## config.mk

```make
export PLATFORM = sky130hd
export DESIGN_NAME = dff_fetch
export DESIGN_NICKNAME = d
export VERILOG_FILES = /design/src/rtl/dff_pkg.sv /design/src/rtl/dff_fifo_mem.sv /design/src/rtl/dff_fetch.sv
export SDC_FILE = /design/constraint.sdc
export NUM_CORES = 1
export LEC_CHECK = 0
export BUFFER_PORTS_ARGS = -buffer_cell sky130_fd_sc_hd__buf_2
export CELL_PAD_IN_SITES_DETAIL_PLACEMENT = 0
export CELL_PAD_IN_SITES_GLOBAL_PLACEMENT = 2
export CORE_MARGIN = 4
export CORE_UTILIZATION = 41
export DETAILED_ROUTE_END_ITERATION = 7
export PLACE_DENSITY_LB_ADDON = 0.25
export REMOVE_ABC_BUFFERS = 1
export SYNTH_ARGS = -nofsm -noshare
export SYNTH_HDL_FRONTEND = slang
export SYNTH_HIERARCHICAL = 1
export SYNTH_SLANG_ARGS = --single-unit
```

## constraint.sdc

```tcl
create_clock -name hclk -period 6 [get_ports hclk]
set_clock_uncertainty 0.15 [all_clocks]
set_input_delay 1.2 -clock hclk [delete_from_list [all_inputs] [get_ports hclk]]
set_output_delay 1.2 -clock hclk [all_outputs]
set_load 0.01 [all_outputs]
```

## src/rtl/dff_pkg.sv

```systemverilog
// Purpose: shared constants and types for the display frame fetch engine
// Assumes: 32-bit AHB-Lite register slave, one clock
// Notes:   register byte offsets, field positions, reset values
package dff_pkg;
    localparam logic [7:0]  DFF_OFS_CTRL   = 8'h00;
    localparam logic [7:0]  DFF_OFS_CFG    = 8'h04;
    localparam logic [7:0]  DFF_OFS_BASE   = 8'h08;
    localparam logic [7:0]  DFF_OFS_SIZE   = 8'h0C;
    localparam logic [7:0]  DFF_OFS_STAT   = 8'h10;
    localparam logic [7:0]  DFF_OFS_IRQS   = 8'h14;
    localparam logic [7:0]  DFF_OFS_IRQM   = 8'h18;
    localparam logic [7:0]  DFF_OFS_ADDR   = 8'h1C;
    // control bits
    localparam int DFF_CTRL_EN     = 0;
    localparam int DFF_CTRL_PWR    = 1;
    localparam int DFF_CTRL_RST    = 2;
    // config fields
    localparam int DFF_CFG_BLEN_LO = 0;
    localparam int DFF_CFG_PACK    = 8;
    // status bits
    localparam int DFF_ST_ACTIVE   = 0;
    localparam int DFF_ST_EMPTY    = 1;
    localparam int DFF_ST_FULL     = 2;
    // interrupt bits
    localparam int DFF_IRQ_UNDER   = 0;
    localparam int DFF_IRQ_FRAME   = 1;
    localparam int DFF_IRQ_XERR    = 2;
    localparam int DFF_IRQ_W       = 3;
    localparam logic [31:0] DFF_RST_CFG  = 32'h0000_000F;
    localparam logic [31:0] DFF_RST_ZERO = 32'h0000_0000;
    // 1-Kbyte boundary: low ten address bits
    localparam int DFF_KB_BITS     = 10;
    localparam int DFF_BLEN_W      = 5;

    typedef struct packed {
        logic        req;
        logic [31:0] addr;
        logic        last;
    } dff_mreq_t;

    typedef struct packed {
        logic        en;
        logic        pwr;
        logic [3:0]  blen;
        logic        pack;
        logic [31:0] base;
        logic [23:0] words;
    } dff_cfg_t;
endpackage

```

## src/rtl/dff_fifo_mem.sv

```systemverilog
// Purpose: display fifo storage with registered read data
// Assumes: one write port, one read port, same clock
// Notes:   pointers live in the caller so power-off can clear them
`timescale 1ns/100ps
`default_nettype none
module dff_fifo_mem #(
    parameter int AW = 5,
    parameter int DW = 32
) (
    input  wire logic          hclk,
    input  wire logic          we,
    input  wire logic [AW-1:0] waddr,
    input  wire logic [DW-1:0] wdata,
    input  wire logic          re,
    input  wire logic [AW-1:0] raddr,
    output logic      [DW-1:0] rdata
);
    logic [DW-1:0] mem [0:(1<<AW)-1];

    // no reset on the array; read data only valid after a read strobe
    always_ff @(posedge hclk) begin
        if (we) begin
            mem[waddr] <= wdata;
        end
        if (re) begin
            rdata <= mem[raddr];
        end
    end
endmodule
`default_nettype wire

```

## src/rtl/dff_fetch.sv

```systemverilog
// Purpose: display frame fetch engine with display fifo
// Assumes: one memory read channel, request/grant with data valid
// Notes:   software registers over AHB-Lite, one level interrupt
//
// Design decisions made here: the AHB-Lite register port and the register addresses.
`timescale 1ns/100ps
`default_nettype none
module dff_fetch
    import dff_pkg::*;
#(
    parameter int FIFO_AW = 5
) (
    input  wire logic        hclk,
    input  wire logic        hresetn,
    input  wire logic        hsel,
    input  wire logic [31:0] haddr,
    input  wire logic [1:0]  htrans,
    input  wire logic        hwrite,
    input  wire logic [2:0]  hsize,
    input  wire logic [31:0] hwdata,
    input  wire logic        hready,
    output logic             hreadyout,
    output logic             hresp,
    output logic [31:0]      hrdata,
    output logic             irq,
    output logic             mem_req,
    output logic [31:0]      mem_addr,
    input  wire logic        mem_gnt,
    input  wire logic        mem_rvalid,
    input  wire logic [31:0] mem_rdata,
    input  wire logic        pix_rd,
    output logic [31:0]      pix_data,
    output logic             fetch_active_flag
);
    typedef enum logic [2:0] {
        ST_IDLE  = 3'b001,
        ST_REQ   = 3'b010,
        ST_DATA  = 3'b100
    } dff_st_t;

    localparam int DEPTH = 1 << FIFO_AW;

    dff_cfg_t            cfg_q;
    logic [31:0]         base_q;
    logic [23:0]         words_q;
    logic [DFF_IRQ_W-1:0] irqs_q, irqm_q;
    logic                bus_act_q, bus_wr_q;
    logic [7:0]          bus_ofs_q;
    dff_st_t             st_q;
    logic [31:0]         addr_q;
    logic [23:0]         left_q;
    logic [DFF_BLEN_W-1:0] beat_q, burst_q;
    logic [FIFO_AW:0]    wptr_q, rptr_q, resv_q;
    logic                en_q, pwr_q;

    // ahb decode
    wire bus_take  = hsel & hready & htrans[1];
    wire wr_go     = bus_act_q & bus_wr_q;
    wire wr_ctrl   = wr_go & (bus_ofs_q == DFF_OFS_CTRL);
    wire wr_cfg    = wr_go & (bus_ofs_q == DFF_OFS_CFG);
    wire wr_base   = wr_go & (bus_ofs_q == DFF_OFS_BASE);
    wire wr_size   = wr_go & (bus_ofs_q == DFF_OFS_SIZE);
    wire wr_irqs   = wr_go & (bus_ofs_q == DFF_OFS_IRQS);
    wire wr_irqm   = wr_go & (bus_ofs_q == DFF_OFS_IRQM);
    wire sw_rst    = wr_ctrl & hwdata[DFF_CTRL_RST];

    // fifo state
    wire [FIFO_AW:0] used  = wptr_q - rptr_q;
    wire [FIFO_AW:0] rsvd  = resv_q - rptr_q;
    wire fifo_empty = (used == '0);
    wire fifo_full  = (used[FIFO_AW] == 1'b1);
    wire underflow  = pix_rd & fifo_empty & pwr_q;
    wire pop        = pix_rd & ~fifo_empty & pwr_q;

    // burst length and 1-Kbyte clip
    wire [DFF_BLEN_W-1:0] blen_words =
        {1'b0, cfg_q.blen} + 5'd1;
    wire [DFF_KB_BITS-1:0] kb_off = addr_q[DFF_KB_BITS-1:0];
    wire [DFF_KB_BITS:0] kb_room =
        11'd1024 - {1'b0, kb_off};
    wire [DFF_KB_BITS:0] kb_words = kb_room >> 2;
    wire [DFF_BLEN_W-1:0] b1 = (kb_words < {6'd0, blen_words})
        ? kb_words[DFF_BLEN_W-1:0] : blen_words;
    wire [DFF_BLEN_W-1:0] b2 = (left_q < {19'd0, b1})
        ? left_q[DFF_BLEN_W-1:0] : b1;
    // whole burst must fit behind the words already reserved
    wire room_ok =
        ({1'b0, rsvd} + {{(FIFO_AW-3){1'b0}}, b2} <= DEPTH[FIFO_AW+1:0]);
    // a reset write in the same cycle wins, or the reserve would leak
    wire start  = en_q & ~sw_rst & (st_q == ST_IDLE) & (left_q != '0) &
        room_ok;
    wire beat   = (st_q == ST_DATA) & mem_rvalid;
    wire last_b = beat & (beat_q == burst_q - 5'd1);

    // fifo memory with registered read port
    dff_fifo_mem #(.AW(FIFO_AW), .DW(32)) u_mem (
        .hclk  (hclk),
        .we    (beat),
        .waddr (wptr_q[FIFO_AW-1:0]),
        .wdata (mem_rdata),
        .re    (pop),
        .raddr (rptr_q[FIFO_AW-1:0]),
        .rdata (pix_data)
    );

    // ahb address phase capture; slave is always zero-wait
    always_ff @(posedge hclk or negedge hresetn) begin
        if (!hresetn) begin
            bus_act_q <= 1'b0;
            bus_wr_q  <= 1'b0;
            bus_ofs_q <= 8'h00;
        end else if (hready) begin
            bus_act_q <= bus_take;
            bus_wr_q  <= hwrite;
            bus_ofs_q <= haddr[7:0];
        end
    end

    // software registers
    always_ff @(posedge hclk or negedge hresetn) begin
        if (!hresetn) begin
            en_q    <= 1'b0;
            pwr_q   <= 1'b0;
            cfg_q      <= '0;
            cfg_q.blen <= DFF_RST_CFG[DFF_CFG_BLEN_LO +: 4];
            cfg_q.pack <= DFF_RST_CFG[DFF_CFG_PACK];
            base_q  <= DFF_RST_ZERO;
            words_q <= 24'h00_0000;
            irqm_q  <= '0;
        end else begin
            if (wr_ctrl) begin
                en_q  <= hwdata[DFF_CTRL_EN];
                pwr_q <= hwdata[DFF_CTRL_PWR];
            end
            if (wr_cfg) begin
                cfg_q.blen <= hwdata[DFF_CFG_BLEN_LO +: 4];
                cfg_q.pack <= hwdata[DFF_CFG_PACK];
            end
            if (wr_base) begin
                base_q <= hwdata;  // software aligns
            end
            if (wr_size) begin
                words_q <= hwdata[23:0];
            end
            if (wr_irqm) begin
                irqm_q <= hwdata[DFF_IRQ_W-1:0];
            end
        end
    end

    // sticky events; a new event wins over a write-one clear
    wire [DFF_IRQ_W-1:0] ev = {1'b0, last_b & (left_q == 24'd1), underflow};
    always_ff @(posedge hclk or negedge hresetn) begin
        if (!hresetn) begin
            irqs_q <= '0;
        end else begin
            irqs_q <= (irqs_q & ~({DFF_IRQ_W{wr_irqs}} &
                hwdata[DFF_IRQ_W-1:0])) | ev;
        end
    end
    assign irq = |(irqs_q & irqm_q);

    // fetch sequencer
    always_ff @(posedge hclk or negedge hresetn) begin
        if (!hresetn) begin
            st_q    <= ST_IDLE;
            addr_q  <= 32'h0000_0000;
            left_q  <= 24'h00_0000;
            beat_q  <= '0;
            burst_q <= '0;
        end else if (sw_rst || (!en_q && st_q == ST_IDLE)) begin
            // disabled while idle or reset reloads the frame start; pack mode
            // fetches from base as given, so a misaligned base shifts
            // colours
            st_q   <= ST_IDLE;
            addr_q <= base_q;
            left_q <= words_q;
        end else begin
            case (st_q)
                ST_IDLE: begin
                    if (start) begin
                        burst_q <= b2;
                        beat_q  <= '0;
                        st_q    <= ST_REQ;
                    end
                end
                ST_REQ: begin
                    if (mem_gnt) begin
                        st_q <= ST_DATA;
                    end
                end
                ST_DATA: begin
                    if (beat) begin
                        beat_q <= beat_q + 5'd1;
                        addr_q <= addr_q + 32'd4;
                        left_q <= left_q - 24'd1;
                    end
                    if (last_b) begin
                        st_q <= ST_IDLE;
                    end
                end
                default: st_q <= ST_IDLE;
            endcase
        end
    end

    // fifo pointers: only power-off clears them, not fetch reset
    always_ff @(posedge hclk or negedge hresetn) begin
        if (!hresetn) begin
            wptr_q <= '0;
            rptr_q <= '0;
            resv_q <= '0;
        end else if (!pwr_q) begin
            wptr_q <= '0;
            rptr_q <= '0;
            resv_q <= '0;
        end else begin
            if (beat) begin
                wptr_q <= wptr_q + 1'b1;
            end
            if (pop) begin
                rptr_q <= rptr_q + 1'b1;
            end
            if (start) begin
                resv_q <= resv_q + {{(FIFO_AW-4){1'b0}}, b2};
            end
        end
    end

    // outputs
    assign mem_req   = (st_q == ST_REQ);
    assign mem_addr  = addr_q;
    assign fetch_active_flag = (st_q != ST_IDLE);
    assign hreadyout = 1'b1;
    assign hresp     = 1'b0;

    // read mux; unmapped offsets read zero
    always_comb begin
        hrdata = 32'h0000_0000;
        case (bus_ofs_q)
            DFF_OFS_CTRL: hrdata = {30'd0, pwr_q, en_q};
            DFF_OFS_CFG:  hrdata = {23'd0, cfg_q.pack, 4'd0, cfg_q.blen};
            DFF_OFS_BASE: hrdata = base_q;
            DFF_OFS_SIZE: hrdata = {8'd0, words_q};
            DFF_OFS_STAT: hrdata = {29'd0, fifo_full, fifo_empty,
                                    fetch_active_flag};
            DFF_OFS_IRQS: hrdata = {29'd0, irqs_q};
            DFF_OFS_IRQM: hrdata = {29'd0, irqm_q};
            DFF_OFS_ADDR: hrdata = addr_q;
            default:      hrdata = 32'h0000_0000;
        endcase
    end
endmodule
`default_nettype wire

```

==> flow_summary_export.csv, run 1 <==
group,metric,value,unit
status,status,"completed",
timing,slew_violations,0,
detailed_routing,drc,0,
floorplan,pin_count,210,
timing,finalCritPeriodShare,0.9794,
power,p_leak,21.59,nW
synthesis,syn_inst,3242,
worst_setup_path,crit_start,"mem_addr[3]",
detailed_routing,wl,132.1,mm
hold_path,min_path_type,"input pin to asynchronous set/reset pin",
timing,rsz0062_at_grt,"yes",
synthesis,yosysSeqAreaShare,0.7116,
clock_network,cts_root_buf,"clkbuf_16",
synthesis,syn-cell-area,50410,sq um
timing,max_freq,170.2,MHz
clock_network,clock-sinks,1222,
detailed_routing,dr.pass1.iters,7,
timing,fin_hold_ws,0.3072,ns
synthesis,synthArstFlopShare,0.1358,
detailed_routing,drt_iter0_drc,2151,
global_route,grt_pass1_wl,195.0,mm
synthesis,synth_cell_types,74,
floorplan,initial_core_util,0.4136,
worst_setup_path,cp.required,6.45,ns
timing,finalSetupViolCount,0,
worst_setup_path,crit_fanout,7,
worst_setup_path,r2r_start,"mem_addr[3]",
worst_setup_path,path_delay_family,"compound AO/OA/AOI/OAI gates",
worst_setup_path,crit_chain,"buf_4, or4_4, o21a_1, nor4b_2, a211oi_4, buf_6, buf_4, a21oi_2, ha_1, and4b_1, buf_4, a2111o_1, and2_4, xnor2_1, ha_1, a2111o_1, a211oi_2, buf_4, o311ai_4, buf_6, o31ai_4, a211o_4, mux2_4",
power,peakVddDrop,0.0003709,V
placement,globalplace.congestion,0.8266,
placement,post-place-cells,5018,
timing,hold_viol,0,
worst_setup_path,crit_arrival,6.33,ns
floorplan,core.rowCount,128,
clock_network,cts.clk_slew.worst_paths,0.06,ns
placement,placedInstanceArea,54000,sq um
detailed_routing,top_layer,"met5",
finish,areaGrowthSynthToFinish,15.96,%
detailed_routing,wl_met2,65.24,mm
worst_setup_path,crit_buf_inv,6,
power,power.density,408.0,nW/um^2
finish,stdcell_area,58450,sq um
clock_network,worstSkewPairLatency,0.72,ns
worst_setup_path,crit_top_cell,"buf_4",
synthesis,synth_area_per_cell,15.55,sq um
worst_setup_path,cp_slowest_stage_delay,0.58,ns
global_route,grt_use_total,0.2048,
global_route,grt-ovfl-total,0,
synthesis,ys_ff_latch,1222,
floorplan,die-height,358.6,microns
worst_setup_path,end_kind,"register",
detailed_routing,antenna_left,0,
finish,drive_gt1_frac,0.1892,
timing,tightestPinTransition,1.170,ns
worst_setup_path,slowest_stage,"or4_4",
detailed_routing,wire_per_inst,25.07,microns
finish,final_common_cell,"edfxtp_1",
finish,final_cell_count_no_fill,5269,
worst_setup_path,critPathKind,"register to register",
synthesis,synthDominantCellAreaShare,0.6291,
timing,fin_crit,5.876,ns
floorplan,die-area,128600,sq um
run,maxCapViolations,0,
global_route,grt_pass1_vias,29860,
global_route,antenna_found_initial,5,
clock_network,clk_path_buf_depth,3,
timing,slew_headroom,0.2199,
clock_network,h-tree-depth,4,
floorplan,die_width,358.6,microns
synthesis,yosysWarnings,6,
clock_network,cts_tree,"done",
timing,setup_ws,0.1237,ns
detailed_routing,routedLengthMet1,56.29,mm
synthesis,synth_edf_count,1056,
detailed_routing,num_vias,29170,
placement,place_ws,-0.3895,ns
detailed_routing,wl_met3,7.501,mm
synthesis,synth.largest_area_cell,"edfxtp_1",
detailed_routing,viasPerCell,5.535,
global_route,grt_max_degree,129,
clock_network,cts_buffers,134,
finish,nets,3685,
timing,finalSetupTns,0,ns
floorplan,core,121900,sq um
placement,dp_hpwl,74.52,mm
synthesis,ys.flop_type,"edfxtp_1",
placement,portBuffers,179,
worst_setup_path,crit_path_start_kind,"register",
synthesis,yosys-top-cells-area,"edfxtp_1, mux2i_1, dfrtp_1",
finish,layout_common_cells,"edfxtp_1, mux2i_1, nand2_1",
-- power by group --
| part | leakage [nW] | switching, mW | internal [mW] |
|---|---|---|---|
| combinational | 7.88 | 3.98 | 2.59 |
| sequential | 11.7 | 0.225 | 9.52 |
| clock | 1.96 | 3.20 | 4.34 |
| total | 21.6 | 7.41 | 16.4 |
-- final cells by class --
cell class                      count  area, sq um
Sequential cell                  1222        35880
Clock buffer                      179         3628
Inverter                           51        191.4
Timing Repair Buffer              329         2288
Multi-Input combinational cell   1801        14050
Tap cell                         1625         2033
Antenna cell                        2        5.005
Clock inverter                     60        384.1
Fill cell                       10390        63420
-- logic make-up after synthesis --
group | synth area share
AOI/OAI and AO/OA | 0.06431
xor gates and xnor gates | 0.01546
other | 0.0001490
muxes | 0.1221
DFF | 0.7116
buffers and inverters | 0.02244
adders and majority gates | 0.009482
and+or+nand+nor | 0.05446
-- through the flow --
stage	utilization	power (mW)
after floorplan	-	14.12
after global placement	0.4431	16.25
after detailed placement	0.4431	16.33
after CTS	0.4775	24.04
after global routing	0.4796	24.99
final	0.4796	23.85
-- flip-flops by register name, summed over array words and instances (netlist names), 6 cells and up --
name and cells:
words_q 24, u_mem/mem 1024, wptr_q 6, resv_q 6, left_q 24, rptr_q 6
mem_addr 32, bus_ofs_q 8, base_q 32, u_mem/rdata 32
-- layer usage --
metal	GRT usage	vias to the layer above
met5	0	-
li1	-	13100
met1	0.2731	15040
met4	0.05734	2
met3	0.03795	192
met2	0.3446	835
-- cell usage after synthesis (all sizes together) (3+ instances only) --
library cell,count
a2111oi,4
a211o,3
a211oi,7
a21boi,5
a21oi,118
a222oi,21
a22o,72
a22oi,102
a31oi,35
and2,7
and3,12
buf,90
clkbuf,78
dfrtp,161
dfstp,5
edfxtp,1056
ha,35
inv,51
mux2,77
mux2i,525
nand2,232
nand2b,6
nand3,124
nand3b,11
nand4,8
nand4b,3
nor2,93
nor2b,7
nor3,57
nor3b,4
nor4,7
o211ai,3
o21a,8
o21ai,83
or2,3
or3,7
or3b,4
or4,4
xnor2,52
xor2,37
-- worst paths after layout --
| path | endpoint | slack (ns) | cells past startpoint |
|---|---|---|---|
| worst max-delay path | burst_q[2] | 0.12 | 23 |
| worst min-delay path | base_q[11] | 0.31 | 1 |
| worst max register to register | burst_q[2] | 0.12 | 23 |
| worst min register to register | bus_ofs_q[6] | 0.36 | 1 |
| max in group asynchronous | mem_addr[1] | 4.02 | 2 |
| min in group hclk | bus_ofs_q[6] | 0.36 | 1 |
-- repair_timing --
item	4_1_cts	5_1_grt
endpoints found under the setup margin	18	18
pin swaps	13	20
setup buffers	5	5
resized for setup	28	47
hold buffers	0	0
No activity file was read; power rests on OpenSTA's default activity.
==> run 2: changes to the inputs <==
Settings changed: CORE_MARGIN 4 to 2.
==> flow_summary_export.csv, run 2 (synthesis gave the netlist of run 1 again) <==
group,metric,value,unit
worst_setup_path,crit_fanout,7,
placement,dp_hpwl,71.83,mm
finish,final_common_cell,"edfxtp_1",
floorplan,die_width,354.6,microns
worst_setup_path,cp_slowest_stage_delay,0.57,ns
finish,areaGrowthSynthToFinish,16.16,%
detailed_routing,drt_iter0_drc,2186,
detailed_routing,wl,132.6,mm
finish,regMostFlops,"u_mem/mem",
clock_network,h-tree-depth,4,
placement,globalplace.congestion,0.8543,
global_route,grt-ovfl-total,0,
detailed_routing,viasPerCell,5.536,
worst_setup_path,ff2ff_path_depth,26,
worst_setup_path,slowest_stage,"or4_4",
floorplan,initial_core_util,0.4136,
placement,place_ws,-0.3962,ns
worst_setup_path,crit_path_start_kind,"register",
run,maxCapViolations,0,
timing,fin_hold_ws,0.3474,ns
floorplan,core.rowCount,128,
detailed_routing,wl_met3,7.236,mm
hold_path,min_path_type,"input pin to asynchronous set/reset pin",
placement,portBuffers,179,
worst_setup_path,end_kind,"register",
worst_setup_path,crit_top_cell,"buf_4",
timing,fin_crit,5.937,ns
finish,seq_area,35870,sq um
floorplan,core,121900,sq um
power,peakVddDrop,0.0004515,V
timing,finalSetupTns,0,ns
timing,slew_headroom,0.009760,
detailed_routing,num_vias,29110,
timing,setup_ws,0.06311,ns
global_route,grt_pass1_vias,29770,
clock_network,worstSkewPairLatency,0.74,ns
global_route,grt_use_total,0.2095,
clock_network,clk_path_buf_depth,3,
finish,nets,3672,
detailed_routing,wire_per_inst,25.22,microns
global_route,antenna_found_initial,9,
clock_network,cts_tree,"done",
status,status,"completed",
worst_setup_path,crit_start,"mem_addr[3]",
worst_setup_path,cp.required,6.45,ns
timing,slew_violations,0,
global_route,grt_pass1_wl,194.7,mm
global_route,grt_max_degree,158,
detailed_routing,top_layer,"met5",
clock_network,cts_buffers,133,
detailed_routing,routedLengthMet1,57.08,mm
timing,finalSetupViolCount,0,
placement,placedInstanceArea,53890,sq um
detailed_routing,dr.pass1.iters,7,
worst_setup_path,reg2reg_slack,0.06,ns
finish,multi_input_area,13970,sq um
timing,finalCritPeriodShare,0.9895,
finish,layout_common_cells,"edfxtp_1, mux2i_1, nand2_1",
finish,antenna_cells,0,
detailed_routing,drc,0,
detailed_routing,antenna_left,0,
clock_network,cts_root_buf,"clkbuf_16",
timing,tightestPinTransition,1.485,ns
finish,stdcell_area,58550,sq um
clock_network,clock-sinks,1222,
finish,drive_gt1_frac,0.1905,
worst_setup_path,path_delay_family,"compound AO/OA/AOI/OAI gates",
power,p_leak,21.68,nW
worst_setup_path,critPathKind,"register to register",
power,power.density,417.3,nW/um^2
worst_setup_path,crit_arrival,6.38,ns
worst_setup_path,worst-path-stages,26,
timing,hold_viol,0,
finish,largest_reg_flops,1024,
worst_setup_path,rr_endpoint,"burst_q[2]",
finish,num-fill-cells,10350,
floorplan,die-height,354.6,microns
worst_setup_path,r2r_start,"mem_addr[3]",
worst_setup_path,crit_buf_inv,4,
finish,final_util,0.4804,
timing,max_freq,168.4,MHz
timing,rsz0062_at_grt,"yes",
clock_network,cts.clk_slew.worst_paths,0.06,ns
floorplan,die-area,125800,sq um
floorplan,pin_count,210,
detailed_routing,wl_met2,64.45,mm
## run 2: cell count changes in the layout (fill, tap and decap cells not counted), sizes merged
cell / previous run / this run
diode: 2 / 0
buf: 329 / 317
bufinv: 2 / 13
clkbuf: 179 / 159
clkinv: 48 / 57
inv: 60 / 61
clkinvlp: 1 / 2
## run 2: how the worst max path moves through the flow
stage	to	slack, ns
final	burst_q[2]	0.06
after floorplan	resv_q[5]	-14.46
after CTS	resv_q[3]	0.008
after global placement	resv_q[5]	-0.40
after detailed placement	resv_q[5]	-0.40
after global routing	burst_q[0]	-0.19
## run 2: what timing repair did
action / 4_1_cts / 5_1_grt
buffers inserted: 3 / 5
gates resized for setup: 24 / 38
hold endpoints to repair: 0 / 0
endpoints found under the setup margin: 18 / 18
hold buffers: 0 / 0
pin swaps: 9 / 31
## run 2: power by group
| part | internal [mW] | switching, mW | total [mW] |
|---|---|---|---|
| Clock | 4.70 | 3.33 | 8.03 |
| Combinational | 2.67 | 3.99 | 6.66 |
| Sequential | 9.52 | 0.221 | 9.74 |
| Total | 16.9 | 7.54 | 24.4 |
## run 2: metal layers
layer | vias up | track usage
li1 | 13060 | -
met5 | - | 0
met3 | 226 | 0.03810
met4 | 12 | 0.06771
met2 | 823 | 0.3473
met1 | 14980 | 0.2795
## run 2: cell type report
type | count | share of cell area
clock buffer | 159 | 0.05887
tap | 1625 | 0.03472
multi-input combinational | 1801 | 0.2386
timing repair buffer | 317 | 0.03709
clock inverter | 82 | 0.01477
sequential | 1222 | 0.6127
inverter | 51 | 0.003269
## run 2: stage by stage
stage          total power [mW]  instances
5_1_grt                   25.46       5257
4_1_cts                   24.51       5252
3_5_place_dp              16.34       5008
6_report                  24.43       5257
2_1_floorplan             14.12       3074
3_3_place_gp              16.24       5008
==> run 3: changes to the inputs <==
Settings changed: CORE_ASPECT_RATIO from default to 1.75, CORE_UTILIZATION 41 to 43, CTS_BUF_LIST from default to sky130_fd_sc_hd__clkbuf_8.
==> flow_summary_export.csv, run 3 (synthesis gave the netlist of run 1 again) <==
group,metric,value,unit
worst_setup_path,cp.required,6.61,ns
floorplan,die-area,120100,sq um
detailed_routing,wire_per_inst,25.88,microns
status,status,"complete, but fails checks",
global_route,grt_pass1_wl,197.5,mm
detailed_routing,num_vias,29460,
placement,portBuffers,179,
floorplan,die_width,262.8,microns
global_route,grt_pass1_vias,30560,
finish,num-fill-cells,10050,
power,p_leak,21.45,nW
worst_setup_path,crit_buf_inv,4,
floorplan,die-height,456.9,microns
detailed_routing,antenna_left,0,
finish,final_util,0.4919,
global_route,grt-ovfl-total,0,
worst_setup_path,crit_path_start_kind,"register",
finish,final_cell_count_no_fill,5220,
clock_network,worstSkewPairLatency,0.89,ns
floorplan,pin_count,210,
clock_network,h-tree-depth,4,
detailed_routing,drc,0,
status,violations,"setup timing",
clock_network,cts.clk_slew.worst_paths,0.06,ns
worst_setup_path,cp_slowest_stage_delay,0.41,ns
global_route,grt_max_degree,148,
floorplan,core,116700,sq um
placement,globalplace.congestion,0.8488,
timing,rsz0062_at_grt,"yes",
detailed_routing,drt_iter0_drc,2061,
worst_setup_path,end_kind,"register",
worst_setup_path,path_delay_family,"compound AO/OA/AOI/OAI gates",
finish,layout_common_cells,"edfxtp_1, mux2i_1, nand2_1",
worst_setup_path,crit_arrival,6.63,ns
finish,nets,3722,
worst_setup_path,r2r_start,"mem_addr[3]",
finish,regMostFlops,"u_mem/mem",
timing,slew_violations,0,
floorplan,core.rowCount,166,
worst_setup_path,crit_start,"mem_addr[3]",
worst_setup_path,critPathKind,"register to register",
run,maxCapViolations,0,
global_route,grt_use_total,0.2235,
timing,tightestPinTransition,1.290,ns
timing,setup_ws,-0.01778,ns
timing,finalCritPeriodShare,1.003,
detailed_routing,wl,135.1,mm
clock_network,cts_tree,"done",
clock_network,clock-sinks,1222,
clock_network,cts_buffers,177,
finish,final_common_cell,"edfxtp_1",
timing,finalSetupViolCount,4,
worst_setup_path,crit_fanout,6,
finish,largest_reg_flops,1024,
power,peakVddDrop,0.0004495,V
timing,slew_headroom,0.1382,
detailed_routing,viasPerCell,5.643,
placement,post-place-cells,4901,
power,power.density,393.3,nW/um^2
worst_setup_path,slowest_stage,"a2111o_1",
detailed_routing,dr.pass1.iters,6,
hold_path,min_path_type,"input pin to asynchronous set/reset pin",
clock_network,cts.hold.buffers_added,0,
timing,hold_viol,0,
clock_network,cts_root_buf,"clkbuf_8",
timing,max_freq,166.2,MHz
placement,dp_hpwl,74.02,mm
floorplan,initial_core_util,0.4319,
global_route,antenna_found_initial,9,
finish,drive_gt1_frac,0.1948,
timing,fin_crit,6.018,ns
clock_network,clk_path_buf_depth,3,
finish,areaGrowthSynthToFinish,13.90,%
[run 3: cell count changes in the layout (fill, tap and decap cells not counted), sizes merged]
cell and change:
clkinvlp +5, buf +6, clkbuf +25, inv +53, diode +2, clkinv -6, bufinv -9
[run 3: per-layer routing]
layer  routed length (microns)  share of wire  track usage  vias to the layer above
li1                          -              -            -                    13180
met1                     50700           0.38       0.2526                    15140
met2                     73400           0.54       0.4196                      855
met3                      6530          0.048      0.04008                      272
met4                      4411          0.033      0.07903                       12
met5                        72        0.00053            0                        -
[run 3: final timing paths]
check,end,slack [ns],depth (start not counted)
max in group asynchronous,st_q[0],4.36,2
hold / removal,mem_addr[22],0.28,1
setup / recovery,burst_q[0],-0.02,29
hold reg to reg,mem_addr[7],0.35,2
setup reg to reg,burst_q[0],-0.02,29
min in group hclk,mem_addr[7],0.35,2
[run 3: cell type report]
class                   instances  area (sq um)  area share
flip-flops and latches       1222         35870      0.6248
diodes                          2         5.005  0.00008716
clock inverters               125         643.1     0.01120
well taps                    1512          1892     0.03295
inverters                      51         191.4    0.003334
clock buffers                 184          2532     0.04410
multi-input cells            1801         14060      0.2448
repair buffers                323          2222     0.03870
[run 3: repair_timing]
action | in CTS | in global routing
pin swaps | 16 | 29
setup buffers | 3 | 5
endpoints found under the setup margin | 18 | 18
gates resized for setup | 24 | 51
[run 3: report_power, final]
group / leakage [nW] / internal, mW / switching, mW
sequential: 11.8 / 9.52 / 0.171
clock: 1.82 / 3.00 / 3.14
combinational: 7.88 / 2.68 / 4.07
total: 21.5 / 15.2 / 7.39
[run 3: worst reg2reg max path: cells and delay by family (launching register included)]
kind | cells | cell delay [ns]
xor gates and xnor gates | 1 | 0.17
adders and majority gates | 4 | 0.94
muxes | 3 | 0.80
DFF | 1 | 0.39
and+or+nand+nor | 6 | 0.63
AOI/OAI and AO/OA | 11 | 2.30
buffers and inverters | 4 | 0.52
[run 3: metrics by stage]
stage	power, mW	setup TNS (ns)	hold slack, ns	instance area, sq um	worst slack (ns)
5_1_grt	23.66	-2.874	0.3049	57420	-0.2376
3_3_place_gp	16.34	-5.296	0.3349	53810	-0.4544
2_1_floorplan	14.12	-1152.27	0.3091	49470	-14.46
6_report	22.58	-0.05440	0.2845	57420	-0.01778
4_1_cts	22.70	0	0.2457	57140	0.04898
3_5_place_dp	16.43	-6.825	0.3449	53810	-0.5237
